## config.mk

```make
export PLATFORM = sky130hd
export DESIGN_NAME = usb_endpoint_mode_and_buffers
export DESIGN_NICKNAME = d
export VERILOG_FILES = /design/src/verilog/ep_buffer.v /design/src/verilog/skid_buffer.v /design/src/verilog/usb_endpoint_mode_and_buffers.v
export VERILOG_INCLUDE_DIRS = /design/src /design/src/verilog
export SDC_FILE = /design/constraint.sdc
export NUM_CORES = 1
export LEC_CHECK = 0
export BUFFER_PORTS_ARGS = -buffer_cell sky130_fd_sc_hd__buf_2
export CAP_MARGIN = 15
export CORE_MARGIN = 5
export CORE_UTILIZATION = 30
export CTS_BUF_LIST = sky130_fd_sc_hd__clkbuf_4
export DETAILED_ROUTE_END_ITERATION = 8
export PLACE_DENSITY = 0.42
export SLEW_MARGIN = 15
export SYNTH_ARGS = -nofsm -noshare
export SYNTH_HDL_FRONTEND = slang
export SYNTH_HIERARCHICAL = 1
export SYNTH_SLANG_ARGS = --single-unit
```

## constraint.sdc

```tcl
create_clock -name ref_clk -period 6.1 [get_ports ref_clk]
set_input_delay 1.22 -clock ref_clk [delete_from_list [all_inputs] [get_ports ref_clk]]
set_output_delay 1.22 -clock ref_clk [all_outputs]
set_load 0.05 [all_outputs]
```

## src/verilog/usb_ep_defines.vh

```
`ifndef USB_EP_DEFINES_VH
`define USB_EP_DEFINES_VH

// processor i/o addresses
`define ADDR_CTRL_MODE      8'h44
`define ADDR_DATA1_MODE     8'h45
`define ADDR_DATA2_MODE     8'h46
`define ADDR_BUF0_BASE      8'h50
`define ADDR_BUF1_BASE      8'h58
`define ADDR_BUF2_BASE      8'h60
`define ADDR_BUF_MASK       8'hF8

// control endpoint mode register fields
`define CM_SETUP_BIT        7
`define CM_IN_BIT           6
`define CM_OUT_BIT          5
`define CM_ACKD_BIT         4
`define MODE_MSB            3
`define MODE_LSB            0

// data endpoint mode register fields
`define DM_STALL_BIT        7
`define DM_NAK_IE_BIT       5
`define DM_ACKD_BIT         4

`define MODE_REG_RESET      8'h00

// mode encodings
`define MODE_DISABLE        4'h0
`define MODE_NAK_IN_OUT     4'h1
`define MODE_STATUS_OUT     4'h2
`define MODE_STALL_IN_OUT   4'h3
`define MODE_STATUS_IN      4'h6
`define MODE_ACK_OUT_STS_IN 4'hB
`define MODE_ACK_IN_STS_OUT 4'hF
`define MODE_NAK_OUT        4'h8
`define MODE_ACK_OUT        4'h9
`define MODE_NAK_IN         4'hC
`define MODE_ACK_IN         4'hD

// token kinds from the serial engine
`define TOK_SETUP           2'h0
`define TOK_IN              2'h1
`define TOK_OUT             2'h2

// handshake answers
`define RESP_IGNORE         3'h0
`define RESP_ACK            3'h1
`define RESP_NAK            3'h2
`define RESP_STALL          3'h3
`define RESP_TX_COUNT       3'h4
`define RESP_TX_ZERO        3'h5
`define RESP_CHECK          3'h6

`endif

```

## src/verilog/ep_buffer.v

```verilog
`timescale 1ns/1ps
// one endpoint's byte buffer, cpu and engine ports
module ep_buffer
#(
    parameter DEPTH  = 8,
    parameter AW     = 3
)
(
    input  wire          ref_clk,
    input  wire          ce,
    input  wire          cpu_we,
    input  wire [AW-1:0] cpu_idx,
    input  wire [7:0]    cpu_wdata,
    output wire [7:0]    cpu_rdata,
    input  wire          eng_we,
    input  wire [AW-1:0] eng_idx,
    input  wire [7:0]    eng_wdata,
    output wire [7:0]    eng_rdata
);
    // no reset: contents are undefined after reset
    reg [7:0] mem [0:DEPTH-1];

    // engine wins same-byte collision
    always @(posedge ref_clk)
    begin
        if (ce)
        begin
            if (eng_we)
                mem[eng_idx] <= eng_wdata;
            if (cpu_we && !(eng_we && eng_idx == cpu_idx))
                mem[cpu_idx] <= cpu_wdata;
        end
    end

    assign cpu_rdata = mem[cpu_idx];
    assign eng_rdata = mem[eng_idx];
endmodule // ep_buffer

```

## src/verilog/skid_buffer.v

```verilog
`timescale 1ns/1ps
// two-entry buffer; a stalled receiver loses no word
module skid_buffer
#(
    parameter WIDTH = 8
)
(
    input  wire             ref_clk,
    input  wire             nrst,
    input  wire             ce,
    input  wire             in_valid,
    output wire             in_ready,
    input  wire [WIDTH-1:0] in_data,
    output wire             out_valid,
    input  wire             out_ready,
    output wire [WIDTH-1:0] out_data
);
    reg [WIDTH-1:0] slot_reg [0:1];
    reg             rd_ptr_reg;
    reg             wr_ptr_reg;
    reg [1:0]       count_reg;

    wire push = in_valid && in_ready;
    wire pop  = out_valid && out_ready;

    assign in_ready  = (count_reg != 2'h2);
    assign out_valid = (count_reg != 2'h0);
    assign out_data  = slot_reg[rd_ptr_reg];

    always @(posedge ref_clk)
    begin
        if (ce && push)
            slot_reg[wr_ptr_reg] <= in_data;
    end

    always @(posedge ref_clk or negedge nrst)
    begin
        if (!nrst)
        begin
            rd_ptr_reg <= 1'b0;
            wr_ptr_reg <= 1'b0;
            count_reg  <= 2'h0;
        end
        else if (ce)
        begin
            if (push)
                wr_ptr_reg <= ~wr_ptr_reg;
            if (pop)
                rd_ptr_reg <= ~rd_ptr_reg;
            if (push && !pop)
                count_reg <= count_reg + 2'h1;
            else if (pop && !push)
                count_reg <= count_reg - 2'h1;
        end
    end
endmodule // skid_buffer

```

## src/verilog/usb_endpoint_mode_and_buffers.v

```verilog
// Behaviour
// - engine sets setup-received flag on each valid SETUP packet
// - setup flag held high, unclearable by processor writes, from SETUP data until control-write data ends
// - while setup flag is 1, processor writes to control buffer are blocked
// - unblocked processor write to control mode clears its four status flags
// - both data mode registers share one update strobe; engine write blocks other
// - engine mode write beats a simultaneous processor write
// - three 8-byte endpoint buffers, each for IN and OUT
// - OUT payload stored in buffer; IN bytes read from buffer
// - buffer contents not reset
// - buffers reached only through processor i/o space
// - control buffer at i/o 0x50 to 0x57, one byte each
// - engine write to control mode locks it until processor reads it
// - processor write to control mode clears upper four bits whatever the data
// - control modes: 0000 ignore, 0001 NAK, 0011 stall, 1111 send count
// - data mode 1001 goes 1000 after OUT ACK; 1101 goes 1100 after IN ACK
`timescale 1ns/1ps
`include "usb_ep_defines.vh"
module usb_endpoint_mode_and_buffers
#(
    parameter BUF_DEPTH = 8,
    parameter BUF_AW    = 3
)
(
    input  wire              ref_clk,
    input  wire              nrst,
    input  wire              ce,
    // cpu i/o
    input  wire [7:0]        io_addr,
    input  wire              io_wr,
    input  wire              io_rd,
    input  wire [7:0]        io_wdata,
    output reg  [7:0]        io_rdata,
    // engine tokens
    input  wire              tok_valid,
    input  wire [1:0]        tok_kind,
    input  wire [1:0]        tok_ep,
    output reg  [2:0]        tok_resp,
    input  wire              setup_data_start,
    input  wire              ctrl_write_data_end,
    input  wire              out_last_packet,
    input  wire              ack_done,
    input  wire [1:0]        ack_ep,
    input  wire              in_acked,
    // engine buffer port
    input  wire              eng_we,
    input  wire [1:0]        eng_ep,
    input  wire [BUF_AW-1:0] eng_idx,
    input  wire [7:0]        eng_wdata,
    output wire              eng_in_valid,
    input  wire              eng_in_ready,
    output wire [7:0]        eng_in_data,
    input  wire              eng_rd_req,
    output wire              eng_rd_ack,
    // engine mode writes
    input  wire              eng_mode_we,
    input  wire [1:0]        eng_mode_ep,
    input  wire [7:0]        eng_mode_data,
    output wire [3:0]        control_mode,
    output reg               nak_irq
);
    reg  [7:0] control_endpoint_mode_reg;
    reg  [7:0] data_endpoint_one_mode_reg;
    reg  [7:0] data_endpoint_two_mode_reg;
    reg        ctrl_lock_reg;
    reg        setup_hold_reg;

    wire sel_ctrl = (io_addr == `ADDR_CTRL_MODE);
    wire sel_d1   = (io_addr == `ADDR_DATA1_MODE);
    wire sel_d2   = (io_addr == `ADDR_DATA2_MODE);
    wire [7:0] buf_tag = io_addr & `ADDR_BUF_MASK;
    // i/o space only, never data memory
    wire sel_b0   = (buf_tag == `ADDR_BUF0_BASE);
    wire sel_b1   = (buf_tag == `ADDR_BUF1_BASE);
    wire sel_b2   = (buf_tag == `ADDR_BUF2_BASE);
    wire [BUF_AW-1:0] cpu_idx = io_addr[BUF_AW-1:0];

    wire setup_flag = control_endpoint_mode_reg[`CM_SETUP_BIT];
    wire [3:0] d1_mode = data_endpoint_one_mode_reg[`MODE_MSB:`MODE_LSB];
    wire [3:0] d2_mode = data_endpoint_two_mode_reg[`MODE_MSB:`MODE_LSB];
    assign control_mode = control_endpoint_mode_reg[`MODE_MSB:`MODE_LSB];

    // one strobe: engine data-mode write blocks firmware on both
    wire eng_data_mode_we = eng_mode_we && (eng_mode_ep != 2'h0);
    wire update_strobe    = eng_data_mode_we;
    wire cpu_ctrl_we = io_wr && sel_ctrl && !ctrl_lock_reg;
    wire eng_ctrl_we = eng_mode_we && (eng_mode_ep == 2'h0);

    // control buffer closed while setup pending
    wire cpu_b0_we = io_wr && sel_b0 && !setup_flag;
    wire cpu_b1_we = io_wr && sel_b1;
    wire cpu_b2_we = io_wr && sel_b2;

    wire [7:0] b0_rd;
    wire [7:0] b1_rd;
    wire [7:0] b2_rd;
    wire [7:0] e0_rd;
    wire [7:0] e1_rd;
    wire [7:0] e2_rd;

    // three buffers, both directions
    ep_buffer #(.DEPTH(BUF_DEPTH), .AW(BUF_AW)) u_buf0
    (
        .ref_clk   (ref_clk),
        .ce        (ce),
        .cpu_we    (cpu_b0_we),
        .cpu_idx   (cpu_idx),
        .cpu_wdata (io_wdata),
        .cpu_rdata (b0_rd),
        .eng_we    (eng_we && eng_ep == 2'h0),
        .eng_idx   (eng_idx),
        .eng_wdata (eng_wdata),
        .eng_rdata (e0_rd)
    );
    ep_buffer #(.DEPTH(BUF_DEPTH), .AW(BUF_AW)) u_buf1
    (
        .ref_clk   (ref_clk),
        .ce        (ce),
        .cpu_we    (cpu_b1_we),
        .cpu_idx   (cpu_idx),
        .cpu_wdata (io_wdata),
        .cpu_rdata (b1_rd),
        .eng_we    (eng_we && eng_ep == 2'h1),
        .eng_idx   (eng_idx),
        .eng_wdata (eng_wdata),
        .eng_rdata (e1_rd)
    );
    ep_buffer #(.DEPTH(BUF_DEPTH), .AW(BUF_AW)) u_buf2
    (
        .ref_clk   (ref_clk),
        .ce        (ce),
        .cpu_we    (cpu_b2_we),
        .cpu_idx   (cpu_idx),
        .cpu_wdata (io_wdata),
        .cpu_rdata (b2_rd),
        .eng_we    (eng_we && eng_ep == 2'h2),
        .eng_idx   (eng_idx),
        .eng_wdata (eng_wdata),
        .eng_rdata (e2_rd)
    );

    // IN bytes via 2-entry buffer: stalls lose none
    reg  [7:0] eng_sel_rd;
    always @*
    begin
        case (eng_ep)
            2'h0:    eng_sel_rd = e0_rd;
            2'h1:    eng_sel_rd = e1_rd;
            2'h2:    eng_sel_rd = e2_rd;
            default: eng_sel_rd = 8'h00;
        endcase
    end

    skid_buffer #(.WIDTH(8)) u_in_path
    (
        .ref_clk   (ref_clk),
        .nrst      (nrst),
        .ce        (ce),
        .in_valid  (eng_rd_req),
        .in_ready  (eng_rd_ack),
        .in_data   (eng_sel_rd),
        .out_valid (eng_in_valid),
        .out_ready (eng_in_ready),
        .out_data  (eng_in_data)
    );

    // token answers
    function [2:0] ctrl_answer;
        input [3:0] m;
        input [1:0] k;
        begin
            case (m)
                `MODE_NAK_IN_OUT:
                    ctrl_answer = (k == `TOK_SETUP) ? `RESP_ACK : `RESP_NAK;
                `MODE_STATUS_OUT:
                    ctrl_answer = (k == `TOK_SETUP) ? `RESP_ACK :
                                  (k == `TOK_IN) ? `RESP_STALL : `RESP_CHECK;
                `MODE_STALL_IN_OUT:
                    ctrl_answer = (k == `TOK_SETUP) ? `RESP_ACK : `RESP_STALL;
                `MODE_STATUS_IN:
                    ctrl_answer = (k == `TOK_SETUP) ? `RESP_ACK :
                                  (k == `TOK_IN) ? `RESP_TX_ZERO : `RESP_STALL;
                `MODE_ACK_OUT_STS_IN:
                    ctrl_answer = (k == `TOK_IN) ? `RESP_TX_ZERO : `RESP_ACK;
                `MODE_ACK_IN_STS_OUT:
                    ctrl_answer = (k == `TOK_SETUP) ? `RESP_ACK :
                                  (k == `TOK_IN) ? `RESP_TX_COUNT : `RESP_CHECK;
                default:
                    ctrl_answer = `RESP_IGNORE;
            endcase
        end
    endfunction

    function [2:0] data_answer;
        input [7:0] r;
        input [1:0] k;
        begin
            case (r[`MODE_MSB:`MODE_LSB])
                `MODE_NAK_OUT:
                    data_answer = (k == `TOK_OUT) ? `RESP_NAK : `RESP_IGNORE;
                `MODE_ACK_OUT:
                    data_answer = (k != `TOK_OUT) ? `RESP_IGNORE :
                        r[`DM_STALL_BIT] ? `RESP_STALL : `RESP_ACK;
                `MODE_NAK_IN:
                    data_answer = (k == `TOK_IN) ? `RESP_NAK : `RESP_IGNORE;
                `MODE_ACK_IN:
                    data_answer = (k != `TOK_IN) ? `RESP_IGNORE :
                        r[`DM_STALL_BIT] ? `RESP_STALL : `RESP_TX_COUNT;
                default:
                    data_answer = `RESP_IGNORE;
            endcase
        end
    endfunction

    reg [2:0] resp_next;
    reg       nak_hit;
    always @*
    begin
        resp_next = `RESP_IGNORE;
        nak_hit   = 1'b0;
        if (tok_valid)
        begin
            case (tok_ep)
                2'h0:    resp_next = ctrl_answer(control_mode, tok_kind);
                2'h1:    resp_next = data_answer(data_endpoint_one_mode_reg, tok_kind);
                2'h2:    resp_next = data_answer(data_endpoint_two_mode_reg, tok_kind);
                default: resp_next = `RESP_IGNORE;
            endcase
            case (tok_ep)
                2'h1:    nak_hit = (resp_next == `RESP_NAK) &&
                                   data_endpoint_one_mode_reg[`DM_NAK_IE_BIT];
                2'h2:    nak_hit = (resp_next == `RESP_NAK) &&
                                   data_endpoint_two_mode_reg[`DM_NAK_IE_BIT];
                default: nak_hit = 1'b0;
            endcase
        end
    end

    // lost writes show only on read-back
    wire cpu_d1_we = io_wr && sel_d1 && !update_strobe;
    wire cpu_d2_we = io_wr && sel_d2 && !update_strobe;

    always @(posedge ref_clk or negedge nrst)
    begin
        if (!nrst)
        begin
            control_endpoint_mode_reg  <= `MODE_REG_RESET;
            data_endpoint_one_mode_reg <= `MODE_REG_RESET;
            data_endpoint_two_mode_reg <= `MODE_REG_RESET;
            ctrl_lock_reg              <= 1'b0;
            setup_hold_reg             <= 1'b0;
            tok_resp                   <= `RESP_IGNORE;
            nak_irq                    <= 1'b0;
        end
        else if (ce)
        begin
            tok_resp <= resp_next;
            nak_irq  <= nak_hit;

            // hold window for the setup flag
            if (setup_data_start)
                setup_hold_reg <= 1'b1;
            else if (ctrl_write_data_end)
                setup_hold_reg <= 1'b0;

            // engine first, then unlocked firmware
            if (eng_ctrl_we)
            begin
                control_endpoint_mode_reg <= eng_mode_data;
                ctrl_lock_reg             <= 1'b1;
            end
            else
            begin
                if (io_rd && sel_ctrl)
                    ctrl_lock_reg <= 1'b0;
                if (cpu_ctrl_we)
                    // data's upper bits are discarded
                    control_endpoint_mode_reg <= {4'h0, io_wdata[`MODE_MSB:`MODE_LSB]};
                // hardware sets beat same-cycle clear
                if (setup_hold_reg || setup_data_start ||
                    (tok_valid && tok_ep == 2'h0 && tok_kind == `TOK_SETUP))
                    control_endpoint_mode_reg[`CM_SETUP_BIT] <= 1'b1;
                if (in_acked)
                    control_endpoint_mode_reg[`CM_IN_BIT] <= 1'b1;
                if (out_last_packet)
                    control_endpoint_mode_reg[`CM_OUT_BIT] <= 1'b1;
                if (ack_done && ack_ep == 2'h0)
                    control_endpoint_mode_reg[`CM_ACKD_BIT] <= 1'b1;
            end

            // engine write wins, blocks firmware
            if (eng_data_mode_we && eng_mode_ep == 2'h1)
                data_endpoint_one_mode_reg <= eng_mode_data;
            else
            begin
                if (cpu_d1_we)
                    data_endpoint_one_mode_reg <= {io_wdata[7:5], 1'b0, io_wdata[3:0]};
                if (ack_done && ack_ep == 2'h1)
                begin
                    data_endpoint_one_mode_reg[`DM_ACKD_BIT] <= 1'b1;
                    if (d1_mode == `MODE_ACK_OUT)
                        data_endpoint_one_mode_reg[`MODE_MSB:`MODE_LSB] <= `MODE_NAK_OUT;
                    else if (d1_mode == `MODE_ACK_IN)
                        data_endpoint_one_mode_reg[`MODE_MSB:`MODE_LSB] <= `MODE_NAK_IN;
                end
            end
            if (eng_data_mode_we && eng_mode_ep == 2'h2)
                data_endpoint_two_mode_reg <= eng_mode_data;
            else
            begin
                if (cpu_d2_we)
                    data_endpoint_two_mode_reg <= {io_wdata[7:5], 1'b0, io_wdata[3:0]};
                if (ack_done && ack_ep == 2'h2)
                begin
                    data_endpoint_two_mode_reg[`DM_ACKD_BIT] <= 1'b1;
                    if (d2_mode == `MODE_ACK_OUT)
                        data_endpoint_two_mode_reg[`MODE_MSB:`MODE_LSB] <= `MODE_NAK_OUT;
                    else if (d2_mode == `MODE_ACK_IN)
                        data_endpoint_two_mode_reg[`MODE_MSB:`MODE_LSB] <= `MODE_NAK_IN;
                end
            end
        end
    end

    // unmapped reads zero
    always @*
    begin
        io_rdata = 8'h00;
        if (sel_ctrl)
            io_rdata = control_endpoint_mode_reg;
        else if (sel_d1)
            io_rdata = data_endpoint_one_mode_reg;
        else if (sel_d2)
            io_rdata = data_endpoint_two_mode_reg;
        else if (sel_b0)
            io_rdata = b0_rd;
        else if (sel_b1)
            io_rdata = b1_rd;
        else if (sel_b2)
            io_rdata = b2_rd;
    end
endmodule // usb_endpoint_mode_and_buffers

```

== Word-level counts from Yosys, hierarchy flattened ==
Memory sizes are Yosys's and may differ from the RTL's.
Index checks and enable logic that the tools add are counted.

* Output and inout port bits: 26
* Input port bits: 60
* Memories kept: 4
* Flip-flop bits (word level): 34
* Logic and storage cells: 216
* Memory bits (writable): 208

* Equal/unequal tests: 35
* Reduce and logical (&&, ||, !) cells: 79
* Add/sub/neg operators: 2
* Bitwise gates (word level): 2
* Multiplexer cells: 76

{| class="wikitable"
|+ Memories
! name !! depth !! bits a word !! rd ports !! clocked after memory_dff !! wr ports !! line !! text
|-
| u_buf0.mem || 8 || 8 || 2 || 0 || 2 || ep_buffer.v:21 || <nowiki>reg [7:0] mem [0:DEPTH-1];</nowiki>
|-
| u_buf1.mem || 8 || 8 || 2 || 0 || 2 || ep_buffer.v:21 ||
|-
| u_buf2.mem || 8 || 8 || 2 || 0 || 2 || ep_buffer.v:21 ||
|-
| u_in_path.slot_reg || 2 || 8 || 1 || 0 || 1 || skid_buffer.v:18 || <nowiki>reg [WIDTH-1:0] slot_reg [0:1];</nowiki>
|}

{| class="wikitable"
|+ Operators with widths
! kind !! count
|-
| $mux W8 || 12
|-
| $eq A4 B4 Y1 const B || 10
|-
| $logic_and A1 B1 Y1 || 36
|-
| $mux W3 || 12
|-
| $mux W1 || 29
|-
| $reduce_and A2 Y1 || 14
|-
| $eq A8 B7 Y1 const B || 3
|-
| $pmux W3 S4 || 2
|-
| $pmux W8 S3 || 1
|-
| $mux W2 || 11
|-
| $pmux W3 S6 || 1
|-
| $reduce_bool A3 Y1 || 6
|-
| $mux W4 || 4
|-
| $reduce_bool A2 Y1 || 8
|-
| $eq A5 B4 Y1 const B || 3
|-
| $eq A2 B1 Y1 const B || 5
|-
| $eq A2 B2 Y1 const B || 5
|-
| $logic_not A2 Y1 || 5
|-
| $mux W5 || 2
|-
| $pmux W3 S3 || 1
|-
| $eq A4 B2 Y1 const B || 2
|-
| $logic_not A1 Y1 || 8
|-
| $eq A4 B1 Y1 const B || 1
|-
| $eq A4 B3 Y1 const B || 1
|-
| 9 further kinds || 12
|}

== Logic depth before layout (Yosys ltp) ==
* Word-level depth: 10
* Mapped depth: 11
* Gate-level depth less buffers: 9

== Hierarchy ==
Netlist, hierarchy kept.

{| class="wikitable"
|+ By module, submodules not included
! module !! instances !! seq. area each (um^2) !! area an instance (um^2) !! cells an instance
|-
| ep_buffer at u_buf2 || 1 || 1921.8 || 4187.8 || 286
|-
| ep_buffer at u_buf1 || 1 || 1921.8 || 4003.8 || 281
|-
| ep_buffer at u_buf0 || 1 || 1921.8 || 3957.5 || 275
|-
| usb_endpoint_mode_and_buffers || 1 || 750.7 || 2667.6 || 312
|-
| skid_buffer || 1 || 580.6 || 823.3 || 46
|}

== Worst setup path before layout ==
Ideal clock, no wire load.

* Kind: input -> output
* Start point: input io_addr[2]
* End point: output io_rdata[5]
* Slack: 1.211 ns
* Path buffers: 2
* Data arrival time: 3.669 ns
* Required time: 4.880 ns
* Stages: 10
* Cell sequence: buf_4 buf_1 mux4_2 nor2_1 a31oi_1 nand2b_1 a32oi_1 nand2_1 o31ai_1 a221oi_1

* Elaborated cells on any way between the ends: 12
* Classes of those cells: 3 x eq/ne; 6 x mux; 3 x memory

{| class="wikitable"
|+ RTL lines
! what !! line !! text
|-
| start, declared || usb_endpoint_mode_and_buffers.v:29 || <nowiki>input wire [7:0] io_addr,</nowiki>
|-
| $mem_v2 Z8 W8 || - ||
|-
| named net b1_rd[5] || usb_endpoint_mode_and_buffers.v:95 || <nowiki>wire [7:0] b1_rd;</nowiki>
|-
| $mux W8 || usb_endpoint_mode_and_buffers.v:337 || <nowiki>else if (sel_b1)</nowiki>
|-
| $mux W8 || usb_endpoint_mode_and_buffers.v:335 || <nowiki>else if (sel_b0)</nowiki>
|-
| $mux W8 || usb_endpoint_mode_and_buffers.v:333 || <nowiki>else if (sel_d2)</nowiki>
|-
| $mux W8 || usb_endpoint_mode_and_buffers.v:331 || <nowiki>else if (sel_d1)</nowiki>
|-
| $mux W8 || usb_endpoint_mode_and_buffers.v:329 || <nowiki>if (sel_ctrl)</nowiki>
|-
| end, declared || usb_endpoint_mode_and_buffers.v:33 || <nowiki>output reg [7:0] io_rdata,</nowiki>
|}

The timed path passes the listed nets, and every way through them passes these cells.

== Worst setup path in the final report ==
Same ends and word-level chain as after synthesis.

==> key figures <==
Placement
  • PortBufs: 85
  • Post-Place Cells: 1914
  • Gpl congestion: approximately 0.84
  • Dpl cell area: 0.0167 mm2
  • Final HPWL DP: 38.5 mm

Setup path
  • CP most frequent cell: buf_2
  • Buf/Inv on CP: 2
  • Critical path peak fanout: 28
  • CP Launch Type: input port
  • CP max stage delay: 0.54 ns
  • Slowest cell on crit path: nor2b_1
  • Critical path cell sequence: buf_2 > nor2b_1 > a22oi_1 > a31oi_1 > nand2b_1 > a32oi_1 > nand2_1 > o31ai_1 > a221oi_1 > buf_2
  • Worst path required time: between 4 and 5 ns
  • CP delay by family, top: compound AO/OA/AOI/OAI gates
  • Crit path DAT: ~4 ns
  • CP Capture Type: output pin
  • Worst Path Class, Setup: input port to output pin

Layout
  • Non-filler cells, final: 2039
  • Number of fill cells: 5213
  • Area growth from synthesis to layout: 12.7%
  • Final nets: ~1400
  • Top Registers: u_buf0/mem (64), u_buf1/mem (64), u_buf2/mem (64)
  • Post-route cell area: 0.0176 mm2
  • Share of layout cells above drive strength 1: 0.414

Clocking
  • Root Buffer: clkbuf_4
  • CTS tree: built
  • H-tree depth: 3
  • Post CTS Setup Buffer Count: 0
  • Post_cts resized: 0
  • TritonCTS Buffers: 72
  • CTS clock-pin slew for the worst setup and hold paths: 0.06 ns
  • Clk sink count: 242
  • Hold Buf Count CTS: 0
  • Clk_lat worst skew: 0.77 ns
  • Max Root-Sink Buffers: 3

Drt
  • Final wirelength: 55.8 mm
  • Routed len/inst: 27.4 um
  • WL met3: 3.67 mm
  • Vias: 11498
  • Top sig layer: met4
  • Antenna Nets Post-Route: 0
  • DRT met1 WL: 26.2 mm
  • Initial DRC Count: 981
  • Routed wl met2: 24.1 mm
  • DR pass1 iterations: 5
  • DR DRC count: 0
  • Drt via density: ~5.6

Power
  • Power per cell area: 247 mW/mm2
  • Maximum VDD drop: 0.000118 V
  • Static Leak: 6.32 nW

Timing
  • Final hold slack: roughly 0.5 ns
  • Worst slew margin: 0.250
  • Max-slew violation count: 0
  • Fmax: around 190 MHz
  • Fin Setup TNS: 0 ns
  • Hold Vio Cnt, Final: 0
  • Post-layout minimum cycle time: 5.24 ns
  • RSZ-0062 raised after global routing: false
  • Final setup vio count: 0
  • Final cycle utilization of the critical path: 0.859
  • Worst-Margin Slew: 1.12 ns
  • Worst clock skew: around 0.048 ns

Status
  • Status: finished clean

Logic synthesis
  • Sequential share of the synthesized area: 0.454
  • Synth Register Bits: 242
  • Largest cells by area after synthesis: edfxtp_1 (40%), mux2_2 (15%), dfrtp_1 (5.4%)
  • Area leader, netlist: edfxtp_1
  • Post-synthesis async set-or-reset flop share: 0.140
  • Syn nets: 1265
  • Yosys top cell area share: 0.399
  • Syn_area_per_cell: 13.0 um2
  • Synth Instances: 1200
  • Post-synth EDFFs: 208
  • Ys Warns: 6
  • Dominant synthesized flop cell: edfxtp_1
  • Post-Syn Area: roughly 0.016 mm2
  • Synth unique cells: 85

GRT
  • Antenna violations before repair: 1
  • Pin count of the biggest net entering global routing: between 50 and 60
  • Overall Global Routing Usage: 0.191
  • GRT overflow: 0
  • First-pass GRT wire length: ~81 mm
  • Vias in the first global route: 11484

Die
  • Core area: 0.0515 mm2
  • Row count: between 80 and 90
  • DIE AREA: between 0.05 and 0.06 mm2
  • Die H: 238 um
  • DIE WIDTH: 238 um
  • Ports: 86
  • Initial core utilization: 0.304

Job
  • Total of max-cap violations: 0

Hold path
  • Hold crit path type: flip-flop to flip-flop
==> final timing paths <==
check	from	endpoint	slack, ns	depth (start not counted)
max	io_addr[2]	io_rdata[5]	0.86	10
min	setup_hold_reg	setup_hold_reg	0.50	1
max reg2reg	control_endpoint_mode_reg[7]	u_buf0/mem[1][7]	3.12	6
min reg2reg	setup_hold_reg	setup_hold_reg	0.50	1
max in group asynchronous	nrst	data_endpoint_one_mode_reg[3]	4.97	1
min in group asynchronous	nrst	setup_hold_reg	0.57	1
==> per-layer routing <==
| layer | vias to the layer above | global-route usage |
|---|---|---|
| met5 | - | 0 |
| met4 | 0 | 0.0723 |
| met3 | 92 | 0.0384 |
| met2 | 477 | 0.281 |
| met1 | 5837 | 0.278 |
| li1 | 5092 | - |
==> synth_stat cells (9+ instances only) <==
cell,instances
nor2b_1,23
and3_1,10
a32oi_1,9
a22oi_1,20
nand3_1,25
mux4_2,37
and2_1,12
edfxtp_1,208
dfrtp_1,34
buf_4,16
mux2_2,208
nand2b_1,16
clkbuf_1,23
nand2_1,63
a21oi_1,20
nor2_1,38
buf_2,31
a31oi_1,12
a221oi_1,28
o21ai_0,46
inv_1,23
mux2i_1,32
a22o_1,38
mux2_4,43
==> power by group <==
part	switching (mW)	internal [mW]	total, mW
clock network	0.730	0.863	1.59
registers	0.0829	1.87	1.96
logic	0.493	0.313	0.806
total	1.31	3.05	4.35
==> logic make-up (layout without fill, tap and decap cells) <==
group | count (synthesis) | count (layout) | share of synthesized area
DFF | 242 | 242 | 0.454
AOI/OAI and AO/OA | 254 | 254 | 0.119
muxes | 326 | 326 | 0.275
and+or+nand+nor | 253 | 253 | 0.103
adders and majority gates | 5 | 5 | 0.00400
other | 0 | 1 | 0
xor gates and xnor gates | 13 | 13 | 0.0102
buffers and inverters | 107 | 265 | 0.0356
==> metrics by stage <==
step,setup slack [ns],util,power (mW)
after floorplan,1.21,-,2.54
after global placement,0.907,0.325,2.79
after detailed placement,0.867,0.325,2.80
after CTS,0.861,0.342,4.43
after global routing,0.694,0.342,4.56
final,0.861,0.342,4.35
==> cells in the final DEF (no fill, tap or decap), types with 5 or more instances in the layout <==
master    count
a211oi_1      5
and2_1       12
dfrtp_1      34
nand4_2       5
nand2b_1     16
o211ai_1      5
clkbuf_4    104
nor2b_1      23
buf_2        82
edfxtp_1    208
o21ai_1      13
a22oi_1      20
nand3_1      25
a21oi_1      20
o22ai_1       8
ha_1          5
nand3b_1      8
a22o_1       38
clkinv_1     15
nand3_2       6
and3_1       10
a32oi_1       9
mux2_2      208
buf_4        35
o21ai_0      41
o21bai_1      5
o31ai_1       8
nand2_1      63
o22a_1        6
mux4_1        6
mux2_4       43
o32ai_1       7
xnor2_2       6
nand4_4       6
inv_1        23
a31oi_1      12
a221oi_1     28
nor2_1       38
mux4_2       37
mux2i_1      32
==> layout make-up <==
cell class / instances / area [um2] / share of cell area
diodes: 1 / 2.50 / 0.000142
clock buffers: 104 / 781 / 0.0443
clock inverters: 20 / 130 / 0.00738
inverters: 23 / 86.3 / 0.00490
multi-input cells: 851 / 7990 / 0.453
flip-flops and latches: 242 / 7100 / 0.402
well taps: 680 / 851 / 0.0483
repair buffers: 118 / 693 / 0.0393
(Power assumes the default switching activity.)
